### config.mk
export PLATFORM = sky130hd
export DESIGN_NAME = hlem_monitor
export DESIGN_NICKNAME = d
export VERILOG_FILES = /design/src/hlem_pkg.sv /design/src/hlem_fifo.sv /design/src/hlem_monitor.sv
export VERILOG_INCLUDE_DIRS = /design/src /design/src/src
export SDC_FILE = /design/constraint.sdc
export NUM_CORES = 2
export LEC_CHECK = 0
export ABC_AREA = 1
export BUFFER_PORTS_ARGS = -buffer_cell sky130_fd_sc_hd__buf_4
export CORE_MARGIN = 2
export CORE_UTILIZATION = 40
export DETAILED_ROUTE_END_ITERATION = 16
export GPL_ROUTABILITY_DRIVEN = 0
export PLACE_DENSITY_LB_ADDON = 0.15
export RECOVER_POWER = 25
export SETUP_SLACK_MARGIN = 0.15
export SYNTH_ARGS = -nofsm -noshare
export SYNTH_HDL_FRONTEND = slang
export SYNTH_SLANG_ARGS = --single-unit
### constraint.sdc
create_clock -name core_clk -period 5.75 [get_ports core_clk]
set_input_delay 1.15 -clock core_clk [delete_from_list [all_inputs] [get_ports core_clk]]
set_output_delay 1.15 -clock core_clk [all_outputs]
set_load 0.01 [all_outputs]
### src/hlem_regs.svh
`ifndef HLEM_REGS_SVH
`define HLEM_REGS_SVH
// ---------------------------------------------------------------
// Timing
// ---------------------------------------------------------------
`define HLEM_CLK_MHZ        50
`define HLEM_US_PER_MS      1000
`define HLEM_GAP_MS         20
// ---------------------------------------------------------------
// Framing
// ---------------------------------------------------------------
`define HLEM_MIN_PREAMBLE   2'h3
`define HLEM_PREAMBLE_CHAR  8'hff
`define HLEM_BUF_BYTES      64
`define HLEM_FIFO_DEPTH     16
// ---------------------------------------------------------------
// Counter indices
// ---------------------------------------------------------------
`define HLEM_CNT_GAP        0
`define HLEM_CNT_OVF        1
`define HLEM_CNT_SOM        2
`define HLEM_CNT_RETRY      3
`define HLEM_CNT_CHK        4
`define HLEM_CNT_OPF        5
`define HLEM_CNT_TMO        6
`define HLEM_NCNT           7
`endif
### src/hlem_pkg.sv
package hlem_pkg;
  typedef enum logic [1:0] {HLEM_SL_NONE, HLEM_SL_OK, HLEM_SL_ERR} hlem_slave_t;
  typedef enum logic [1:0] {HLEM_CMD_ISSUE, HLEM_CMD_RETRY, HLEM_CMD_REPLY} hlem_cmd_kind_t;
  typedef struct packed {
    logic [1:0] port;
    logic [7:0] data;
    logic       par;
    logic       stop;
  } hlem_char_t;
  typedef struct packed {
    logic [1:0] port;
    logic [7:0] data;
  } hlem_byte_t;
  typedef struct packed {
    logic [1:0]     port;
    hlem_cmd_kind_t kind;
  } hlem_cmd_t;
  typedef struct packed {
    logic [1:0] port;
    logic [3:0] addr;
    logic       ok;
  } hlem_poll_t;
  typedef struct packed {
    logic       in_msg;
    logic [1:0] pre;
    logic [7:0] bcnt;
    logic [7:0] csum;
    logic       ovf;
  } hlem_parse_t;
endpackage

### src/hlem_fifo.sv
`timescale 1ns/1ps
`default_nettype none
module hlem_fifo #(
  parameter int W = 10,
  parameter int D = 16
) (
  // Clock, reset and enable
  input  wire logic         core_clk,
  input  wire logic         nrst,
  input  wire logic         ce,
  // Fill side
  input  wire logic         in_valid,
  output logic              in_ready,
  input  wire logic [W-1:0] in_data,
  // Drain side
  output logic              out_valid,
  input  wire logic         out_ready,
  output logic [W-1:0]      out_data
);
  localparam int AW = $clog2(D);

  logic [W-1:0] mem_r [D];
  logic [AW-1:0] wr_r;
  logic [AW-1:0] rd_r;
  logic [AW:0]   cnt_r;
  logic          push;
  logic          pop;

  assign in_ready  = (cnt_r != (AW+1)'(D));
  assign out_valid = (cnt_r != '0);
  assign out_data  = mem_r[rd_r];
  assign push      = ce && in_valid && in_ready;
  assign pop       = ce && out_valid && out_ready;

  always_ff @(posedge core_clk) begin
    if (push) begin
      mem_r[wr_r] <= in_data;
    end
  end

  always_ff @(posedge core_clk or negedge nrst) begin
    if (!nrst) begin
      wr_r  <= '0;
      rd_r  <= '0;
      cnt_r <= '0;
    end else begin
      if (push) begin
        wr_r <= (wr_r == AW'(D-1)) ? '0 : wr_r + 1'b1;
      end
      if (pop) begin
        rd_r <= (rd_r == AW'(D-1)) ? '0 : rd_r + 1'b1;
      end
      cnt_r <= cnt_r + (AW+1)'(push) - (AW+1)'(pop);
    end
  end
endmodule
`default_nettype wire

### src/hlem_monitor.sv
`timescale 1ns/1ps
`default_nettype none
`include "hlem_regs.svh"
module hlem_monitor #(
  parameter int NPORTS  = 4,
  parameter int NSLAVE  = 16,
  parameter int CW      = 16,
  parameter int BUFB    = `HLEM_BUF_BYTES,
  parameter int GAP_CYC = `HLEM_GAP_MS * `HLEM_US_PER_MS * `HLEM_CLK_MHZ,
  parameter int MS_CYC  = `HLEM_US_PER_MS * `HLEM_CLK_MHZ
) (
  // Clock, reset, enable
  input  wire logic                 core_clk,
  input  wire logic                 nrst,
  input  wire logic                 ce,
  // Received characters
  input  wire logic                 rx_valid,
  input  wire hlem_pkg::hlem_char_t rx_char,
  input  wire logic                 rx_eom,
  input  wire logic [1:0]           rx_eom_port,
  // Command events
  input  wire logic                 cmd_valid,
  input  wire hlem_pkg::hlem_cmd_t  cmd,
  input  wire logic [15:0]          resp_timeout_ms,
  // Poll results
  input  wire logic                 poll_valid,
  input  wire hlem_pkg::hlem_poll_t poll,
  // Byte stream out
  output logic                      out_valid,
  input  wire logic                 out_ready,
  output hlem_pkg::hlem_byte_t      out_byte,
  // Counter and slave status readout
  input  wire logic [1:0]           rd_port,
  input  wire logic [2:0]           rd_idx,
  output logic [CW-1:0]             rd_data_r,
  output hlem_pkg::hlem_slave_t     slave_stat_r [NPORTS][NSLAVE]
);
  localparam int GW = $clog2(GAP_CYC + 1);
  localparam int MW = $clog2(MS_CYC);

  hlem_pkg::hlem_parse_t par_r   [NPORTS];
  hlem_pkg::hlem_parse_t par_nxt [NPORTS];
  logic [GW-1:0]  gap_r   [NPORTS];
  logic [GW-1:0]  gap_nxt [NPORTS];
  logic           wait_r   [NPORTS];
  logic           wait_nxt [NPORTS];
  logic [15:0]    tmr_r    [NPORTS];
  logic [15:0]    tmr_nxt  [NPORTS];
  logic [1:0]     inc      [NPORTS][`HLEM_NCNT];
  logic [CW-1:0]  cnt_r    [NPORTS][`HLEM_NCNT];
  logic [MW-1:0]  ms_r;
  logic           ms_tick;
  logic           fifo_in_ready;
  logic           byte_here;
  logic           active;
  hlem_pkg::hlem_byte_t fifo_in;

  // ---------------------------------------------------------------
  // Receive buffer
  // ---------------------------------------------------------------
  assign fifo_in = '{port: rx_char.port, data: rx_char.data};

  hlem_fifo #(
    .W ($bits(hlem_pkg::hlem_byte_t)),
    .D (`HLEM_FIFO_DEPTH)
  ) u_fifo (
    .core_clk  (core_clk),
    .nrst      (nrst),
    .ce        (ce),
    .in_valid  (rx_valid),
    .in_ready  (fifo_in_ready),
    .in_data   (fifo_in),
    .out_valid (out_valid),
    .out_ready (out_ready),
    .out_data  (out_byte)
  );

  // ---------------------------------------------------------------
  // Millisecond tick for response timeouts
  // ---------------------------------------------------------------
  assign ms_tick = (ms_r == MW'(MS_CYC - 1));

  always_ff @(posedge core_clk or negedge nrst) begin
    if (!nrst) begin
      ms_r <= '0;
    end else if (ce) begin
      ms_r <= ms_tick ? '0 : ms_r + 1'b1;
    end
  end

  // ---------------------------------------------------------------
  // Per-port message parse and command tracking
  // ---------------------------------------------------------------
  always_comb begin
    byte_here = 1'b0;
    active    = 1'b0;
    for (int p = 0; p < NPORTS; p++) begin
      par_nxt[p]  = par_r[p];
      gap_nxt[p]  = gap_r[p];
      wait_nxt[p] = wait_r[p];
      tmr_nxt[p]  = tmr_r[p];
      for (int k = 0; k < `HLEM_NCNT; k++) begin
        inc[p][k] = 2'h0;
      end
      active    = par_r[p].in_msg || (par_r[p].pre != 2'h0);
      byte_here = rx_valid && fifo_in_ready && (rx_char.port == 2'(p));
      if (rx_valid && (rx_char.port == 2'(p))) begin
        // Overrun, parity, framing summed per occurrence
        inc[p][`HLEM_CNT_OPF] = 2'(!rx_char.stop)
                              + 2'(^{rx_char.data, rx_char.par})
                              + 2'(!fifo_in_ready);
      end
      if (byte_here) begin
        gap_nxt[p] = '0;
        if (!par_r[p].in_msg) begin
          if (rx_char.data == `HLEM_PREAMBLE_CHAR) begin
            if (par_r[p].pre != `HLEM_MIN_PREAMBLE) begin
              par_nxt[p].pre = par_r[p].pre + 2'h1;
            end
          end else begin
            if (par_r[p].pre < `HLEM_MIN_PREAMBLE) begin
              inc[p][`HLEM_CNT_SOM] = 2'h1;
            end
            par_nxt[p] = '{in_msg: 1'b1, pre: 2'h0, bcnt: 8'h01,
                           csum: rx_char.data, ovf: 1'b0};
          end
        end else begin
          par_nxt[p].csum = par_r[p].csum ^ rx_char.data;
          if (par_r[p].bcnt == 8'(BUFB)) begin
            if (!par_r[p].ovf) begin
              inc[p][`HLEM_CNT_OVF] = 2'h1;
            end
            par_nxt[p].ovf = 1'b1;
          end else begin
            par_nxt[p].bcnt = par_r[p].bcnt + 8'h01;
          end
        end
      end else if (active) begin
        if (gap_r[p] == GW'(GAP_CYC)) begin
          // Message abandoned so one gap counts once
          inc[p][`HLEM_CNT_GAP] = 2'h1;
          par_nxt[p] = '0;
          gap_nxt[p] = '0;
        end else begin
          gap_nxt[p] = gap_r[p] + 1'b1;
        end
      end else begin
        gap_nxt[p] = '0;
      end
      if (rx_eom && (rx_eom_port == 2'(p))) begin
        if (par_nxt[p].in_msg && (par_nxt[p].csum != 8'h00)) begin
          inc[p][`HLEM_CNT_CHK] = 2'h1;
        end
        par_nxt[p] = '0;
        gap_nxt[p] = '0;
      end
      if (wait_r[p] && ms_tick) begin
        if (tmr_r[p] + 16'h0001 >= resp_timeout_ms) begin
          inc[p][`HLEM_CNT_TMO] = 2'h1;
          wait_nxt[p] = 1'b0;
        end else begin
          tmr_nxt[p] = tmr_r[p] + 16'h0001;
        end
      end
      if (cmd_valid && (cmd.port == 2'(p))) begin
        case (cmd.kind)
          hlem_pkg::HLEM_CMD_RETRY: begin
            inc[p][`HLEM_CNT_RETRY] = 2'h1;
            wait_nxt[p] = 1'b1;
            tmr_nxt[p]  = 16'h0000;
          end
          hlem_pkg::HLEM_CMD_REPLY: begin
            wait_nxt[p] = 1'b0;
          end
          default: begin
            wait_nxt[p] = 1'b1;
            tmr_nxt[p]  = 16'h0000;
          end
        endcase
      end
    end
  end

  always_ff @(posedge core_clk or negedge nrst) begin
    if (!nrst) begin
      for (int p = 0; p < NPORTS; p++) begin
        par_r[p]  <= '0;
        gap_r[p]  <= '0;
        wait_r[p] <= 1'b0;
        tmr_r[p]  <= '0;
      end
    end else if (ce) begin
      par_r  <= par_nxt;
      gap_r  <= gap_nxt;
      wait_r <= wait_nxt;
      tmr_r  <= tmr_nxt;
    end
  end

  // ---------------------------------------------------------------
  // Error counters
  // ---------------------------------------------------------------
  // Wrap rather than saturate; software takes differences
  always_ff @(posedge core_clk or negedge nrst) begin
    if (!nrst) begin
      for (int p = 0; p < NPORTS; p++) begin
        for (int k = 0; k < `HLEM_NCNT; k++) begin
          cnt_r[p][k] <= '0;
        end
      end
    end else if (ce) begin
      for (int p = 0; p < NPORTS; p++) begin
        for (int k = 0; k < `HLEM_NCNT; k++) begin
          cnt_r[p][k] <= cnt_r[p][k] + CW'(inc[p][k]);
        end
      end
    end
  end

  // Readout is a plain copy, never touching the counters
  always_ff @(posedge core_clk or negedge nrst) begin
    if (!nrst) begin
      rd_data_r <= '0;
    end else if (ce) begin
      if ((int'(rd_port) < NPORTS) && (rd_idx < 3'(`HLEM_NCNT))) begin
        rd_data_r <= cnt_r[rd_port][rd_idx];
      end else begin
        rd_data_r <= '0;
      end
    end
  end

  // ---------------------------------------------------------------
  // Slave status
  // ---------------------------------------------------------------
  always_ff @(posedge core_clk or negedge nrst) begin
    if (!nrst) begin
      for (int p = 0; p < NPORTS; p++) begin
        for (int s = 0; s < NSLAVE; s++) begin
          slave_stat_r[p][s] <= hlem_pkg::HLEM_SL_NONE;
        end
      end
    end else if (ce && poll_valid && (int'(poll.port) < NPORTS)
                 && (int'(poll.addr) < NSLAVE)) begin
      slave_stat_r[poll.port][poll.addr] <= poll.ok ? hlem_pkg::HLEM_SL_OK
                                                    : hlem_pkg::HLEM_SL_ERR;
    end
  end
endmodule
`default_nettype wire

Word-level counts from Yosys, hierarchy flattened
Memories as Yosys holds them, arrays and structs flattened.
Index checks and enable logic that the tools add are counted.
{"block": "op_classes", "add_sub_neg": 51, "magnitude_cmp": 15, "eq_ne": 48, "mux": 173, "bitwise": 8, "reduce_logical": 83}
{"cell": "20-bit two-way mux", "count": 32}
{"cell": "16-bit by 2-bit adder with 16-bit output", "count": 28}
{"cell": "16-bit two-way mux", "count": 20}
{"cell": "112-bit binary-select mux with 2-bit select", "count": 1}
{"cell": "112-bit two-way mux", "count": 2}
{"cell": "17-bit two-way mux", "count": 8}
{"cell": "128-bit bitwise mux", "count": 1}
{"cell": "16-bit by 1-bit adder with 16-bit output, second input constant", "count": 5}
{"cell": "20-bit by 1-bit adder with 20-bit output, second input constant", "count": 4}
{"cell": "20-bit == test, second input constant", "count": 4}
{"cell": "1-bit two-way mux", "count": 66}
{"cell": "32-bit demux with 2-bit select", "count": 1}
{"cell": "16-bit >= comparator", "count": 4}
{"cell": "5-bit AND reduction", "count": 12}
{"cell": "2-bit two-way mux", "count": 25}
{"cell": "16-bit binary-select mux with 3-bit select", "count": 1}
{"cell": "8-bit by 1-bit adder with 8-bit output, second input constant", "count": 4}
{"cell": "8-bit by 7-bit == test with 1-bit output, second input constant", "count": 4}
{"cell": "1-bit logical AND", "count": 32}
{"cell": "32-bit two-way mux", "count": 1}
{"cell": "8-bit two-way mux", "count": 4}
{"cell": "8-bit nonzero test", "count": 4}
{"cell": "8-bit bitwise XOR", "count": 4}
{"cell": "4-bit two-way mux", "count": 6}
{"cell": "other kinds (37)", "count": 105}
{"block": "word_totals", "ff_bits": 849, "mem_bits_rw": 160, "input_bits": 54, "output_inout_bits": 155, "elab_cells": 508, "mem_count": 1}
{"name": "u_fifo.mem_r", "depth": 16, "word_bits": 10, "read_ports": 1, "rd_ports_with_merged_regs": 0, "wr": 1, "line": "hlem_fifo.sv:22", "rtl": "logic [W-1:0] mem_r [D];"}

Logic depth before layout (Yosys ltp)
{"block": "depth", "depth_word": 10, "ltp_mapped": 30, "ltp_nobuf": 29}

Cells and area by module
From an unflattened synthesis, not the netlist that was laid out.
{"block": "unflattened", "hier_cells": 7012, "area_unflattened_um2": 56038.7}
{"module": "hlem_monitor", "instances": 1, "cells_per_inst": 6267, "area_each_um2": 48402.7, "seq_area_each_um2": 20920.1}
{"module": "hlem_fifo", "instances": 1, "cells_per_inst": 745, "area_each_um2": 7636.1, "seq_area_each_um2": 5129.9}

Least setup slack after synthesis
No wires, ideal clock.
{"block": "synth_timing", "kind": "input -> register", "start": "in rx_char[3] (netlist bit)", "end": "reg cnt_r[254] (netlist bit)", "setup_ns": 0.124, "t_arrival_ns": 3.955, "required_ns": 5.626, "slack_ns": 1.671, "path_stages": 16, "path_buffers": 1, "path_cell_list": "buf_2 xnor2_1 xnor2_1 xnor2_1 xor2_1 fa_1 inv_1 nor2_1 ha_1 inv_1 fa_1 nor3_1 nand4_1 nor3_1 nand4_1 xor2_1"}
{"block": "synth_via", "elab_chain_len": 5}
{"element": "from (decl)", "line": "hlem_monitor.sv:18", "rtl": "input wire hlem_pkg::hlem_char_t rx_char,"}
{"element": "9-bit parity", "line": "hlem_monitor.sv:110", "rtl": "+ 2'(^{rx_char.data, rx_char.par})"}
{"element": "1-bit by 1-bit adder with 2-bit output", "line": "hlem_monitor.sv:110"}
{"element": "2-bit by 1-bit adder with 2-bit output", "line": "hlem_monitor.sv:111", "rtl": "+ 2'(!fifo_in_ready);"}
{"element": "2-bit two-way mux", "line": "hlem_monitor.sv:107", "rtl": "if (rx_valid && (rx_char.port == 2'(p))) begin"}
{"element": "16-bit by 2-bit adder with 16-bit output", "line": "hlem_monitor.sv:214", "rtl": "cnt_r[p][k] <= cnt_r[p][k] + CW'(inc[p][k]);"}
{"element": "to (signal, indexed assignment)", "line": "hlem_monitor.sv:214"}
{"element": "to (decl)", "line": "hlem_monitor.sv:50", "rtl": "logic [CW-1:0] cnt_r [NPORTS][`HLEM_NCNT];"}
Every way passes these cells.
A chain may end at the register's enable or synchronous reset.

Worst setup path after layout
{"block": "layout_timing", "start": "in rx_char[9] (netlist bit)", "end": "reg cnt_r[378] (netlist bit)"}
{"block": "layout_via", "elab_chain_len": 9, "elab_cells_between_ends": 12, "classes_between": "add/sub: 1; eq/ne: 1; mux: 7; bitwise: 1; reduce/logical: 2"}
{"element": "8-bit == test (no source line)"}
{"element": "17-bit two-way mux", "line": "hlem_monitor.sv:116", "rtl": "if (rx_char.data == `HLEM_PREAMBLE_CHAR) begin"}
{"element": "17-bit two-way mux", "line": "hlem_monitor.sv:115", "rtl": "if (!par_r[p].in_msg) begin"}
{"element": "20-bit two-way mux (*)", "line": "hlem_monitor.sv:113", "rtl": "if (byte_here) begin"}
{"element": "8-bit nonzero test", "line": "hlem_monitor.sv:151", "rtl": "if (par_nxt[p].in_msg && (par_nxt[p].csum != 8'h00)) begin"}
{"element": "1-bit logical AND (*)", "line": "hlem_monitor.sv:151"}
{"element": "1-bit two-way mux (*)", "line": "hlem_monitor.sv:151"}
{"element": "1-bit two-way mux (*)", "line": "hlem_monitor.sv:150", "rtl": "if (rx_eom && (rx_eom_port == 2'(p))) begin"}
{"element": "16-bit by 2-bit adder with 16-bit output (*)", "line": "hlem_monitor.sv:214"}
Mark *: on every way between the ends. The rest lies on a longest branch, timed or not. The select of a mux whose other input is x is not followed.

==> impl_metrics.toml <==
[synth]
yosysTopAreaCell = "dfrtp_1"
syn_avg_cell_area_um2 = 8.13
synth_xor_xnor_area_share = 0.0678
ys_top_cells_by_area = "dfrtp_1 (38%), nand2_1 (10%), edfxtp_1 (8.7%)"
synth_seq_cells = 1009
syn_nets = 7024
synth_compound_area_frac = 0.105
async_flop_share = 0.841
synth_top_family_by_area = "simple AND/OR/NAND/NOR gates"
synth_cell_types = 71
ys_seq_area_frac = 0.471
synth_simple_gate_area_share = 0.242
ys_warn_count = 0
synth_mux_area_frac = 0.000588
netlist_area_um2 = 55300
synthFlopType = "dfrtp_1"
synth_top_area_share = 0.384
syn_inst = 6804
synth_fa_ha_area_frac = 0.0384
synth_edf_count = 160

[sta]
post-route-min-period_ns = 4.87
slew_violations = 296
max_slew.worst_pin.slew_ns = 3.03
finalSetupTns_ns = 0
rsz0062_at_grt = "no"
skew_ns = 0.0510
period_share = 0.848
report.final.hold_viol_count = 0
max_freq_mhz = 205
setup_violations = 0
slew_headroom = -1.02

[detailed_routing]
drc = 0
drt_iter0_drc = 3468
wl_mm = 158
routedWlPerCell_um = 17.8
drt_first_pass_iters = 6
vias = 45547
via_per_inst = 5.14
ant_nets = 0

[grt]
grt_first_pass_wirelength_mm = 251
grt_pass1_vias = 43685
grt_max_degree = 135
overflow = 0
antenna_found_initial = 1
grtUsageTotal = 0.224

[final_layout]
final.fill_count = 13428
area_growth_syn_to_layout_pct = 13.2
area.sequential_um2 = 26100
drive_above_1_share = 0.0824
layout_common_cells = "nand2_1 (1,490), dfrtp_1 (848), inv_1 (803), nor2_1 (689), o21ai_0 (543)"
final_common_cell = "nand2_1"
fin_nets = 7183
multi_input_area_um2 = 25100

[setup_path]
arrival_ns = 5.51
start_kind = "input port"
crit_chain = "clkbuf_1, nand2_1, nor2_4, nand2_2, nand2_1, nand2_1, nand2_1, nand3_1, nand2_1, nor2_1, nand2_1, nor2_1, nor2_1, ha_1, ha_1, inv_1, nor3_1, inv_1, nor2_1, nand3_1, nor3_2, nand3_1, xnor2_1"
crit_top_cell = "nand2_1"
cp_num_buf_inv = 3
end_kind = "flip-flop"
crit_path_top_delay_cell = "clkbuf_1"
cpPeakStageDelay_ns = 1.08
crit_required_ns = 6.38
cp_top_family = "simple AND/OR/NAND/NOR gates"
path_class = "input port to flip-flop"
worstPathMaxFanout = 27

[clocking]
hold_buffers = 0
clk_root_buffer_cell = "clkbuf_16"
cts_buffers = 116
clock_sinks = 1009
clk_latency_ns = 0.75
cts_repair_resize_count = 0
max-clock-path-buffers = 3
cts_tree = "yes"
cts_setup_buffers = 0
clk_pin_slew_ns = 0.06
htreeDepth = 3

[floorplanning]
die_w_um = 376
io_pins = 209
dieArea_um2 = 141000
rows = 136
core_area_um2 = 137000
initial_core_util = 0.403
die_h_um = 376

[run_status]
violations = "capacitance limit, slew limit"
status = "complete, but fails checks"

[worst_hold_path]
min_path_type = "flip-flop to flip-flop"

[power_and_ir_drop]
powerDensity_nw_per_um2 = 305
p_leak_nw = 30.0
power.total_w = 0.0191
vdd_drop_max_mv = 0.289

[placed_design]
io_buffers = 208
detailed_place_hpwl_mm = 110

[run]
drv_cap = 5
routing by layer:
metal / global-route usage / share of wire / up-vias
li1: - / - / 22605
met1: 0.323 / 0.48 / 21701
met2: 0.345 / 0.44 / 1039
met3: 0.0308 / 0.054 / 200
met4: 0.0721 / 0.029 / 2
met5: 0 / 0.000082 / -
metrics by stage:
step           hold slack (ns)  setup slack (ns)  std cells  instance area (µm²)   util
6_report                 0.458             0.875       8861                62600  0.456
5_1_grt                  0.476             0.391       8860                62600  0.456
4_1_cts                  0.463              1.00       8860                62700  0.456
3_5_place_dp             0.453             0.920       8639                58700  0.428
3_3_place_gp             0.452              1.03       8639                58700  0.428
2_1_floorplan            0.436              1.67       6804                55300      -
worst paths after layout:
kind / start / endpoint / slack [ns] / depth (start not counted)
min in group asynchronous: nrst / u_fifo.rd_r[3]$_DFFE_PN0P_ / 1.34 / 1
hold reg to reg: cnt_r[431]$_DFFE_PN0P_ / cnt_r[431]$_DFFE_PN0P_ / 0.46 / 1
hold / removal: cnt_r[431]$_DFFE_PN0P_ / cnt_r[431]$_DFFE_PN0P_ / 0.46 / 1
setup / recovery: rx_char[9] / cnt_r[378]$_DFFE_PN0P_ / 0.88 / 23
max in group asynchronous: nrst / cnt_r[347]$_DFFE_PN0P_ / 1.17 / 2
setup reg to reg: tmr_r[32]$_DFFE_PN0P_ / cnt_r[238]$_DFFE_PN0P_ / 1.01 / 24
synthesized netlist by cell type, types with 10 or more instances:
cell,number
ha_1,160
clkbuf_1,138
o21ai_0,543
a221oi_1,12
nor4_1,27
nor2_1,692
or2_2,12
nor2_2,12
nor3_1,185
a31oi_1,32
buf_6,10
nand4_1,169
xnor2_1,79
o21ai_1,41
nor3_2,22
nand3_2,11
edfxtp_1,160
a22o_1,25
o22ai_1,49
dfrtp_1,849
buf_2,56
xor2_1,349
nand2_1,1490
nand3_1,396
a21oi_1,282
inv_1,804
inv_2,15
buf_1,22
registers in the layout (all words and copies together), names as in the netlist:
name / count
gap_r: 80
u_fifo.wr_r: 4
cnt_r: 448
rd_data_r: 16
u_fifo.cnt_r: 5
ms_r: 16
wait_r: 4
tmr_r: 64
slave_stat_r: 128
u_fifo.mem_r: 160
par_r: 80
u_fifo.rd_r: 4
power breakdown:
part	internal, W	switching [W]	leakage [nW]
registers	0.00774	0.000457	12.4
clock network	0.00441	0.00319	1.95
logic	0.00110	0.00221	15.6
worst register-to-register path: stages, from the launching register on:
cell	delay, ns
dfrtp_1	0.40
ha_1	0.22
nand2_1	0.08
nor2_1	0.21
inv_1	0.08
nor2_1	0.18
nand2_1	0.10
nor2_1	0.14
xor2_1	0.31
inv_1	0.08
ha_1	0.28
nand2_1	0.07
o21bai_1	0.15
a21oi_1	0.12
nor2_1	0.11
and2_1	0.27
nor3_1	0.21
ha_1	0.25
ha_1	0.20
nand3_1	0.11
nor3_1	0.22
nand4_1	0.20
nor3_1	0.31
nand4_1	0.15
xor2_1	0.16
area by class of cell:
cell class                      instances  area share
Sequential cell                      1009       0.416
Multi-Input combinational cell       4737       0.401
Clock buffer                          165      0.0533
Inverter                              825      0.0497
Tap cell                             1794      0.0359
Timing Repair Buffer                  274      0.0337
Clock inverter                         56     0.00966
Antenna cell                            1   0.0000400
kinds of logic (layout without fill, tap and decap cells):
group                      count (synthesis)  after routing
muxes                                      3              3
adders and majority gates                166            166
and+or+nand+nor                         3076           3076
buffers and inverters                   1058           1320
xor gates and xnor gates                 428            428
AOI/OAI and AO/OA                       1064           1064
other                                      0              1
DFF                                     1009           1009
Power figures use the tool's default switching activity.
